<file path="config.mk">
export PLATFORM = sky130hd
export DESIGN_NAME = card_id_op_cond_regs
export DESIGN_NICKNAME = d
export VERILOG_FILES = /design/src/inc/card_id_pkg.sv /design/src/inc/crc7_if.sv /design/src/hdl/card_id_op_cond_regs.sv /design/src/hdl/crc7_engine.sv
export VERILOG_INCLUDE_DIRS = /design/src /design/src/inc
export SDC_FILE = /design/constraint.sdc
export NUM_CORES = 1
export LEC_CHECK = 0
export ABC_AREA = 1
export ABC_CLOCK_PERIOD_IN_PS = 4900
export BUFFER_PORTS_ARGS = -buffer_cell sky130_fd_sc_hd__buf_2
export CAP_MARGIN = 10
export CORE_UTILIZATION = 40
export DETAILED_ROUTE_END_ITERATION = 10
export HOLD_SLACK_MARGIN = 0.12
export PLACE_DENSITY_LB_ADDON = 0.05
export SLEW_MARGIN = 20
export SYNTH_ARGS = -nofsm -noshare
export SYNTH_HDL_FRONTEND = slang
export SYNTH_HIERARCHICAL = 1
export SYNTH_SLANG_ARGS = --single-unit
</file>
<file path="constraint.sdc">
create_clock -name ref_clk -period 4.9 [get_ports ref_clk]
set_clock_uncertainty 0.05 [all_clocks]
set_input_delay 0.245 -clock ref_clk [delete_from_list [all_inputs] [get_ports ref_clk]]
set_output_delay 0.245 -clock ref_clk [all_outputs]
set_load 0.02 [all_outputs]
</file>
<file path="src/inc/card_id_regs.svh">
`ifndef CARD_ID_REGS_SVH
`define CARD_ID_REGS_SVH
// ----------------------------------------
// operating conditions word layout
// ----------------------------------------
`define OPC_WIDTH 32
`define OPC_READY_BIT 31
`define OPC_ACCESS_HI 30
`define OPC_ACCESS_LO 29
`define OPC_ACCESS_BYTE 2'h0
`define OPC_ACCESS_SECTOR 2'h2
`define OPC_VOLT_LOW_BIT 7
`define OPC_VOLT_HIGH_HI 23
`define OPC_VOLT_HIGH_LO 15
`define OPC_VOLT_HIGH_ONES 9'h1ff
`define OPC_RESET 32'h0000_0000
// ----------------------------------------
// identity word layout
// ----------------------------------------
`define IDN_WIDTH 128
`define IDN_MAKER_HI 127
`define IDN_MAKER_LO 120
`define IDN_RSVD_HI 119
`define IDN_RSVD_LO 114
`define IDN_RSVD_VALUE 6'h00
`define IDN_PKG_HI 113
`define IDN_PKG_LO 112
`define IDN_OEM_HI 111
`define IDN_OEM_LO 104
`define IDN_NAME_HI 103
`define IDN_NAME_LO 56
`define IDN_REV_HI 55
`define IDN_REV_LO 48
`define IDN_SERIAL_HI 47
`define IDN_SERIAL_LO 16
`define IDN_DATE_HI 15
`define IDN_DATE_LO 8
`define IDN_CRC_HI 7
`define IDN_CRC_LO 1
`define IDN_STOP_BIT 0
`define IDN_STOP_VALUE 1'h1
`define IDN_CRC_SPAN 120
`define IDN_RESET 128'h0
// ----------------------------------------
// checksum
// ----------------------------------------
`define CRC7_POLY 7'h09
`define CRC7_RESET 7'h00
`endif

</file>
<file path="src/inc/card_id_pkg.sv">
`default_nettype none
package card_id_pkg;
  // register selector carried by a read command
  typedef enum logic [1:0] {
    SEL_OP_COND = 2'b00,
    SEL_IDENTITY = 2'b01
  } reg_sel_t;
  // power-up sequence
  typedef enum logic [1:0] {
    ST_CRC = 2'b00,
    ST_WAIT_PWR = 2'b01,
    ST_READY = 2'b10
  } pwr_state_t;
  // package type codes of the identity word
  typedef enum logic [1:0] {
    PKG_REMOVABLE = 2'b00,
    PKG_BGA = 2'b01,
    PKG_POP = 2'b10,
    PKG_RESERVED = 2'b11
  } package_type_t;
endpackage
`default_nettype wire

</file>
<file path="src/inc/crc7_if.sv">
`default_nettype none
interface crc7_if #(parameter int unsigned DATA_W = 120);
  logic start;
  logic [DATA_W-1:0] data;
  logic [6:0] value;
  logic done;
  modport ctl (output start, output data, input value, input done);
  modport eng (input start, input data, output value, output done);
endinterface
`default_nettype wire

</file>
<file path="src/hdl/card_id_op_cond_regs.sv">
`include "card_id_regs.svh"
`default_nettype none
module card_id_op_cond_regs
  import card_id_pkg::*;
#(
  parameter bit DUAL_VOLTAGE = 1'b1,
  parameter bit SECTOR_MODE = 1'b1,
  // value arbitrary
  parameter logic [7:0] MAKER_CODE = 8'h5a,
  parameter card_id_pkg::package_type_t PACKAGE_TYPE = card_id_pkg::PKG_BGA,
  // value arbitrary
  parameter logic [7:0] OEM_CODE = 8'h3c,
  parameter logic [47:0] PRODUCT_NAME = 48'h41_42_43_44_45_46,
  parameter logic [7:0] PRODUCT_REVISION = 8'h10,
  parameter logic [31:0] SERIAL_NUMBER = 32'h0000_0001,
  parameter logic [7:0] MANUFACTURE_DATE = 8'h10
) (
  input wire logic ref_clk,
  input wire logic rst,
  input wire logic power_up_done,
  input wire logic cmd_valid,
  input wire card_id_pkg::reg_sel_t cmd_sel,
  output logic rsp_valid,
  output logic rsp_error,
  output logic [127:0] rsp_data,
  output logic id_ready,
  input wire logic ready_line_i,
  output logic ready_line_o,
  output logic ready_line_oe,
  output logic bus_all_ready
);
  import card_id_pkg::*;

  // ----------------------------------------
  // internal state
  // ----------------------------------------
  pwr_state_t state;
  pwr_state_t next_state;
  logic crc_start;
  logic [31:0] op_word;
  logic [127:0] id_body;
  logic [127:0] id_word;
  logic [6:0] id_crc;
  logic [1:0] access_mode;
  logic low_volt_bit;

  crc7_if #(.DATA_W(`IDN_CRC_SPAN)) crc_bus ();

  // ----------------------------------------
  // checksum over the static identity fields
  // ----------------------------------------
  crc7_engine #(.DATA_W(`IDN_CRC_SPAN)) u_crc (
    .ref_clk(ref_clk),
    .rst(rst),
    .crc(crc_bus)
  );

  // one start pulse right after reset release
  always_ff @(posedge ref_clk or posedge rst) begin
    if (rst) begin
      crc_start <= 1'b1;
    end else begin
      crc_start <= 1'b0;
    end
  end

  // crc is taken over bits 127:8 only, never over itself
  assign crc_bus.start = crc_start;
  assign crc_bus.data = id_body[`IDN_MAKER_HI:`IDN_DATE_LO];

  // ----------------------------------------
  // identity word assembly
  // ----------------------------------------
  // fields come from parameters so each part can carry its own numbers
  always_comb begin
    id_body = `IDN_RESET;
    id_body[`IDN_MAKER_HI:`IDN_MAKER_LO] = MAKER_CODE;
    id_body[`IDN_RSVD_HI:`IDN_RSVD_LO] = `IDN_RSVD_VALUE;
    id_body[`IDN_PKG_HI:`IDN_PKG_LO] = PACKAGE_TYPE;
    id_body[`IDN_OEM_HI:`IDN_OEM_LO] = OEM_CODE;
    id_body[`IDN_NAME_HI:`IDN_NAME_LO] = PRODUCT_NAME;
    id_body[`IDN_REV_HI:`IDN_REV_LO] = PRODUCT_REVISION;
    id_body[`IDN_SERIAL_HI:`IDN_SERIAL_LO] = SERIAL_NUMBER;
    id_body[`IDN_DATE_HI:`IDN_DATE_LO] = MANUFACTURE_DATE;
    id_body[`IDN_STOP_BIT] = `IDN_STOP_VALUE;
  end

  assign id_crc = crc_bus.value;

  always_comb begin
    id_word = id_body;
    id_word[`IDN_CRC_HI:`IDN_CRC_LO] = id_crc;
  end

  // ----------------------------------------
  // operating conditions word
  // ----------------------------------------
  // access mode code
  assign access_mode = SECTOR_MODE ? `OPC_ACCESS_SECTOR : `OPC_ACCESS_BYTE;
  assign low_volt_bit = DUAL_VOLTAGE;

  always_comb begin
    op_word = `OPC_RESET;
    op_word[`OPC_VOLT_LOW_BIT] = low_volt_bit;
    op_word[`OPC_VOLT_HIGH_HI:`OPC_VOLT_HIGH_LO] = `OPC_VOLT_HIGH_ONES;
    op_word[`OPC_ACCESS_HI:`OPC_ACCESS_LO] = access_mode;
    op_word[`OPC_READY_BIT] = (state == ST_READY);
  end

  // ----------------------------------------
  // power-up sequence
  // ----------------------------------------
  // ready needs both the checksum and the outside power-up signal,
  // otherwise a host could read a half-built identity
  always_comb begin
    next_state = state;
    case (state)
      ST_CRC: begin
        if (crc_bus.done) begin
          next_state = ST_WAIT_PWR;
        end
      end
      ST_WAIT_PWR: begin
        if (power_up_done) begin
          next_state = ST_READY;
        end
      end
      ST_READY: begin
        next_state = ST_READY;
      end
      default: begin
        next_state = ST_CRC;
      end
    endcase
  end

  always_ff @(posedge ref_clk or posedge rst) begin
    if (rst) begin
      state <= ST_CRC;
    end else begin
      state <= next_state;
    end
  end

  // identity valid flag, visible to local control logic only
  always_ff @(posedge ref_clk or posedge rst) begin
    if (rst) begin
      id_ready <= 1'b0;
    end else begin
      id_ready <= (next_state != ST_CRC);
    end
  end

  // ----------------------------------------
  // shared ready line
  // ----------------------------------------
  // pull low while busy
  always_ff @(posedge ref_clk or posedge rst) begin
    if (rst) begin
      ready_line_o <= 1'b0;
      ready_line_oe <= 1'b1;
      bus_all_ready <= 1'b0;
    end else begin
      ready_line_o <= 1'b0;
      ready_line_oe <= (next_state != ST_READY);
      bus_all_ready <= ready_line_i;
    end
  end

  // ----------------------------------------
  // read command answers
  // ----------------------------------------
  // command only access
  // identity per device
  // identity reads before the checksum is done are refused, not faked
  always_ff @(posedge ref_clk or posedge rst) begin
    if (rst) begin
      rsp_valid <= 1'b0;
      rsp_error <= 1'b0;
      rsp_data <= '0;
    end else begin
      rsp_valid <= cmd_valid;
      rsp_error <= 1'b0;
      if (cmd_valid) begin
        case (cmd_sel)
          SEL_OP_COND: begin
            rsp_data <= {96'h0, op_word};
          end
          SEL_IDENTITY: begin
            if (state == ST_CRC) begin
              rsp_data <= '0;
              rsp_error <= 1'b1;
            end else begin
              rsp_data <= id_word;
            end
          end
          default: begin
            rsp_data <= '0;
            rsp_error <= 1'b1;
          end
        endcase
      end
    end
  end
endmodule
`default_nettype wire

</file>
<file path="src/hdl/crc7_engine.sv">
`include "card_id_regs.svh"
`default_nettype none
module crc7_engine #(
  parameter int unsigned DATA_W = 120
) (
  input wire logic ref_clk,
  input wire logic rst,
  crc7_if.eng crc
);
  localparam int unsigned CW = $clog2(DATA_W + 1);
  localparam logic [CW-1:0] LAST = CW'(DATA_W - 1);
  logic [DATA_W-1:0] shreg;
  logic [CW-1:0] cnt;
  logic [6:0] acc;
  logic busy;
  logic done_q;
  logic fb;

  // feedback term, msb of the word enters first
  assign fb = shreg[DATA_W-1] ^ acc[6];
  assign crc.value = acc;
  assign crc.done = done_q;

  // one bit per cycle: slow, but the word is static after reset
  always_ff @(posedge ref_clk or posedge rst) begin
    if (rst) begin
      shreg <= '0;
      cnt <= '0;
      acc <= `CRC7_RESET;
      busy <= 1'b0;
      done_q <= 1'b0;
    end else if (crc.start) begin
      shreg <= crc.data;
      cnt <= LAST;
      acc <= `CRC7_RESET;
      busy <= 1'b1;
      done_q <= 1'b0;
    end else if (busy) begin
      acc <= {acc[5:0], 1'b0} ^ (fb ? `CRC7_POLY : 7'h00);
      shreg <= {shreg[DATA_W-2:0], 1'b0};
      if (cnt == '0) begin
        busy <= 1'b0;
        done_q <= 1'b1;
      end else begin
        cnt <= cnt - 1'b1;
      end
    end
  end
endmodule
`default_nettype wire

</file>
# ---- After elaboration in Yosys (flattened, before gate mapping)
# Index checks and enable logic that the tools add are counted.
dict set report word_totals {
  ff_bits 272
  input_bits 7
  out_inout_bits 134
}
dict set report classes {
  addsub 1
  eq_ne 5
  n_mux 22
  bitwise 2
  n_reduce_logical 8
}
# cell n
set op_table {}
lappend op_table {{case mux 127 bit (2 select lines)} 1}
lappend op_table {{two-way mux 120 bit} 2}
lappend op_table {{two-way mux 127 bit} 1}
lappend op_table {{two-way mux 7 bit} 5}
lappend op_table {{two-way mux 1 bit} 8}
lappend op_table {{logical NOT 7 bit} 1}
lappend op_table {{subtractor 7 x 1 -> 7 bit (second input constant)} 1}
lappend op_table {{XOR 7 bit} 1}
lappend op_table {{case mux 2 bit (3 select lines)} 1}
lappend op_table {{nonzero test 2 bit} 3}
lappend op_table {{equality test 2 x 1 -> 1 bit (second input constant)} 2}
lappend op_table {{logical NOT 2 bit} 2}
lappend op_table {{two-way mux 2 bit} 2}
lappend op_table {{two-way mux 4 bit} 1}
lappend op_table {{!= test 2 bit (second input constant)} 2}
lappend op_table {{AND reduction 2 bit} 2}
lappend op_table {{equality test 2 bit (second input constant)} 1}
lappend op_table {{case mux 1 bit (2 select lines)} 1}
lappend op_table {{XOR 1 bit} 1}

# ---- Depth between registers and ports, before layout
dict set report logic_depth {
  word_depth 5
  mapped_depth 9
}

# ---- Cells and area by module
# Netlist, hierarchy kept.
# mod n_inst cells_per_inst area_each_um2 seq_area_each_um2
set by_module_without_submodules {}
lappend by_module_without_submodules {crc7_engine 1 620 6311.1 3403.3}
lappend by_module_without_submodules {card_id_op_cond_regs 1 193 1609.0 478.0}

# ---- Worst setup path before layout
# OpenSTA, ideal clock, no wires.
dict set report synth_timing {
  path_type {reg2reg}
  from {register u_crc.cnt[0]}
  to {register u_crc.cnt[0]}
  arrival_time_ps 1218
  required_ps 4727
  slack_ps 3509
  path_stages_with_launch 10
  path_buffers 0
  period_less_slack_ps 1391
  path_cell_list {dfrtp_1 > inv_1 > ha_1 > inv_1 > nor2_1 > nand3_2 > nand2_2 > nand2_2 > o21ai_0 > nand2_1}
}
dict set report synth_between {
  elab_chain_cells 4
}
# element line
set synth_rtl {}
lappend synth_rtl {{from (decl)} crc7_engine.sv:13} ;# logic [CW-1:0] cnt;
lappend synth_rtl {{from (signal assigned)} crc7_engine.sv:45} ;# cnt <= cnt - 1'b1;
lappend synth_rtl {{subtractor 7 x 1 -> 7 bit} crc7_engine.sv:45}
lappend synth_rtl {{two-way mux 7 bit} crc7_engine.sv:41} ;# if (cnt == '0) begin
lappend synth_rtl {{two-way mux 7 bit} crc7_engine.sv:38} ;# end else if (busy) begin
lappend synth_rtl {{two-way mux 7 bit} crc7_engine.sv:32} ;# end else if (crc.start) begin
# Several ways; a longest one is shown, not always the timed one. The select of a mux whose other input is x is not followed.
# A chain may end at the register's enable or synchronous reset.

# ---- Worst setup path in the final report
dict set report layout_timing {
  from {register crc_start, in the netlist crc_bus.start}
  to {register u_crc.shreg[77]}
}
dict set report layout_between {
  elab_chain_cells 1
}
# element line
set layout_rtl {}
lappend layout_rtl {{from (decl)} card_id_op_cond_regs.sv:39} ;# logic crc_start;
lappend layout_rtl {{from (signal assigned)} card_id_op_cond_regs.sv:61} ;# crc_start <= 1'b1;
lappend layout_rtl {{from (signal assigned)} card_id_op_cond_regs.sv:63} ;# crc_start <= 1'b0;
lappend layout_rtl {{two-way mux 120 bit or nonzero test 2 bit (tied branches)} --}
lappend layout_rtl {{to (signal assigned)} crc7_engine.sv:33} ;# shreg <= crc.data;
lappend layout_rtl {{to (signal assigned)} crc7_engine.sv:40} ;# shreg <= {shreg[DATA_W-2:0], 1'b0};
lappend layout_rtl {{to (decl)} crc7_engine.sv:12} ;# logic [DATA_W-1:0] shreg;
# Several ways; a longest one is shown, not always the timed one.

==> out/results.ini <==
[status]
outcome=complete, no violations

[drt]
wire_per_inst_um=10.59
num_vias=5172
first_pass_iters=4
drcViolationCount=0
postRouteWirelength_um=12950
detail-route-antenna-nets=0
via_per_inst=4.229
drtIter0Drc=228

[job]
maxCapViolations=0

[logic_synthesis]
synth_area_leaders=dfrtp_1 48%, buf_4 11%, o221ai_1 8.3%, nand2_1 8.2%, o221ai_2 8.2%
synthMuxAreaShare_pct=0
netlist_area_sq_um=7920
ys_seq_elements=155
syn_inst=813
synth-simple-area-share_pct=11.22
synth_top_area_share_pct=48.34
yosys.area.top_type=dfrtp_1
yosys.area_share.xor_xnor_pct=0.2212
synth_compound_area_share_pct=17.65
ys_warn_count=6
synth_top_family_by_area=buffers and inverters
seq_area_frac_synth_pct=49.00
synthAdderAreaFrac_pct=0.3160
synth_area_per_cell_sq_um=9.742
yosysUniqueCellTypes=31

[critical_path]
cp_slowest_stage_delay_ns=0.93
path_depth=4
path_buf_inv=2
cp.arrival_ns=2.91
r2r-end=u_crc/shreg[77]
path_max_fanout=72
rr_worst_depth=4
cp-end-kind=flop
r2r-start=crc_bus.start
cp_cell_sequence=inv_4 -> nand2_4 -> buf_4 -> o221ai_1
slowest_stage=dfstp_4
worstPathRequired_ns=5.12
critical_path.top_delay_family=flip-flops
r2r_slack_ns=2.21
worstSetupPathType=flop to flop
start_kind=flop

[timing]
relSlewSlack_pct=35.40
finalCritPeriodShare_pct=54.89
finalSetupViolCount=0
fmax_mhz=371.8
hold_violations=0
rsz0062_at_grt=false
slew_violations=0
post-route-min-period_ns=2.690
tightest_slew_ns=0.9689
tns_ns=0

[grt]
grt_pass1_wl_um=22710
overflow=0
antenna_found_initial=0
grt_max_degree=73
grt_use_total_pct=13.91
first_global_vias=4862

[power]
vdd_drop_max_v=0.0002474
p_per_area_nw_per_um2=355.3
p_leak_nw=4.615

[floorplan]
die-height_um=142.7
die_area_sq_um=20370
ioPinCount=141
coreArea_sq_um=19460
row_count=51
die_width_um=142.7
start_util_pct=40.69

[clock_network]
clk_latency_ns=0.41
cts_tree=done
clk_pin_slew_ns=0.06
cts_root_buffer=clkbuf_16
cts_buffers=17
ctsResizeCount=0
clock-sinks=155
max-clock-path-buffers=2
cts_htree_levels=4
post-cts-setup-buffers=0
hold_buffers=7

[layout]
postLayoutCellArea_sq_um=8857
drive_gt1_share_pct=15.76
antennaDiodeCount=0
final_nets=954
final_core_util_pct=45.51
syn_to_final_growth_pct=11.83

[hold_path]
hold_class=input port to asynchronous set/reset pin

[placed_design]
hpwlAfterDp_um=7786
port_buffers=56
routabilityCongestion=0.7225
place_area_sq_um=8193

==> how the worst max path moves through the flow <==
stage                        startpoint               end  slack (ns)
after floorplan                     rst        u_crc/busy        0.97
after global placement    crc_bus.start  u_crc/shreg[115]        2.20
after detailed placement  crc_bus.start  u_crc/shreg[118]        2.17
after CTS                 crc_bus.start  u_crc/shreg[118]        2.16
after global routing      crc_bus.start    u_crc/shreg[8]        1.97
final                     crc_bus.start   u_crc/shreg[77]        2.21
==> flip-flops by register name (all words and copies together) (netlist names) <==
register and count:
u_crc/shreg 120, rsp_data 11, u_crc/cnt 7, u_crc/crc.value 7, state 2, bus_all_ready 1
crc_bus.start 1, id_ready 1, ready_line_oe 1, rsp_error 1, rsp_valid 1, u_crc/busy 1
u_crc/crc.done 1
==> stage by stage <==
stage | cells | hold WS, ns | setup WS [ns] | total power [mW]
after CTS | 1223 | 0.3834 | 2.157 | 3.204
after detailed placement | 1184 | 0.2848 | 2.167 | 1.857
final | 1223 | 0.3776 | 2.210 | 3.147
after global placement | 1184 | 0.2811 | 2.198 | 1.847
after global routing | 1223 | 0.4017 | 1.974 | 3.320
after floorplan | 1016 | 0.1447 | 0.9655 | 1.857
==> logic make-up (layout without fill, tap and decap cells) <==
kind of cell               count (synthesis)  count (layout)
buffers and inverters                    304             246
xor gates and xnor gates                   2               2
DFF                                      155             155
and+or+nand+nor                          213             213
adders and majority gates                  2               2
AOI/OAI and AO/OA                        135             135
other                                      2             205
==> placed cells by master (no fill, tap or decap) <==
master         netlist  final
a21oi_1              1      1
and2_1               1      1
buf_2                9     56
buf_4              120      7
bufinv_16            0      3
clkbuf_1            20      2
clkbuf_16            0     17
clkbuf_8             0      1
clkinv_2             0      5
clkinv_4             0      2
clkinvlp_4           0      2
conb_1               2    205
dfrtp_1            153    153
dfstp_2              2      1
dfstp_4              0      1
dlygate4sd3_1        0      7
ha_1                 2      2
inv_1              141    140
inv_2                2      2
inv_4                1      2
nand2_1            174    174
nand2_2              2      2
nand2_4              2      2
nand3_1             16     16
nand3_2              2      2
nand3b_1             1      1
nand4_1              3      3
nor2_1               9      9
nor2_4               3      3
o211ai_1             1      1
o21ai_0              1      1
o21ai_1              8      8
o221ai_1            75     75
o221ai_2            43     43
o22ai_1              6      6
xnor2_1              1      1
xor2_1               1      1
==> area by class of cell <==
| cell class | instances | area, sq um |
|---|---|---|
| Clock inverter | 12 | 147.6 |
| Timing Repair Buffer | 70 | 402.9 |
| Multi-Input combinational cell | 557 | 3098 |
| Tap cell | 265 | 331.6 |
| Inverter | 144 | 545.5 |
| Fill cell | 1907 | 10610 |
| Sequential cell | 155 | 3885 |
| Clock buffer | 20 | 446.7 |
==> Yosys cell counts <==
cell        n
ha_1        2
o21ai_0     1
nand2_4     2
conb_1      2
buf_4     120
xnor2_1     1
nand2_1   174
inv_1     141
o211ai_1    1
o221ai_1   75
xor2_1      1
nand2_2     2
nand3_2     2
nand3b_1    1
dfstp_2     2
inv_4       1
and2_1      1
clkbuf_1   20
o21ai_1     8
buf_8       4
nand4_1     3
buf_6       7
inv_2       2
o22ai_1     6
o221ai_2   43
nor2_4      3
buf_2       9
a21oi_1     1
nand3_1    16
nor2_1      9
dfrtp_1   153
==> report_power, final <==
group	switching [mW]	internal, mW	total, mW
sequential	0.0407	1.39	1.43
combinational	0.286	0.121	0.408
clock	0.502	0.811	1.31
total	0.829	2.32	3.15
==> per-layer routing <==
| layer | wire length (um) | share of wire [%] | vias to the layer above | global-route usage (%) |
|---|---|---|---|---|
| met5 | 0 | 0 | - | 0 |
| met4 | 168 | 1.3 | 0 | 5.603 |
| met3 | 389 | 3.0 | 12 | 3.085 |
| met2 | 6304 | 49 | 102 | 23.56 |
| met1 | 6084 | 47 | 2435 | 17.17 |
| li1 | - | - | 2623 | - |
==> worst reg2reg max path, stage by stage (launching register included) <==
cell and delay [ns]:
dfstp_4 0.93, inv_4 0.18, nand2_4 0.72, buf_4 0.48, o221ai_1 0.18
No activity file was read; power rests on OpenSTA's default activity.
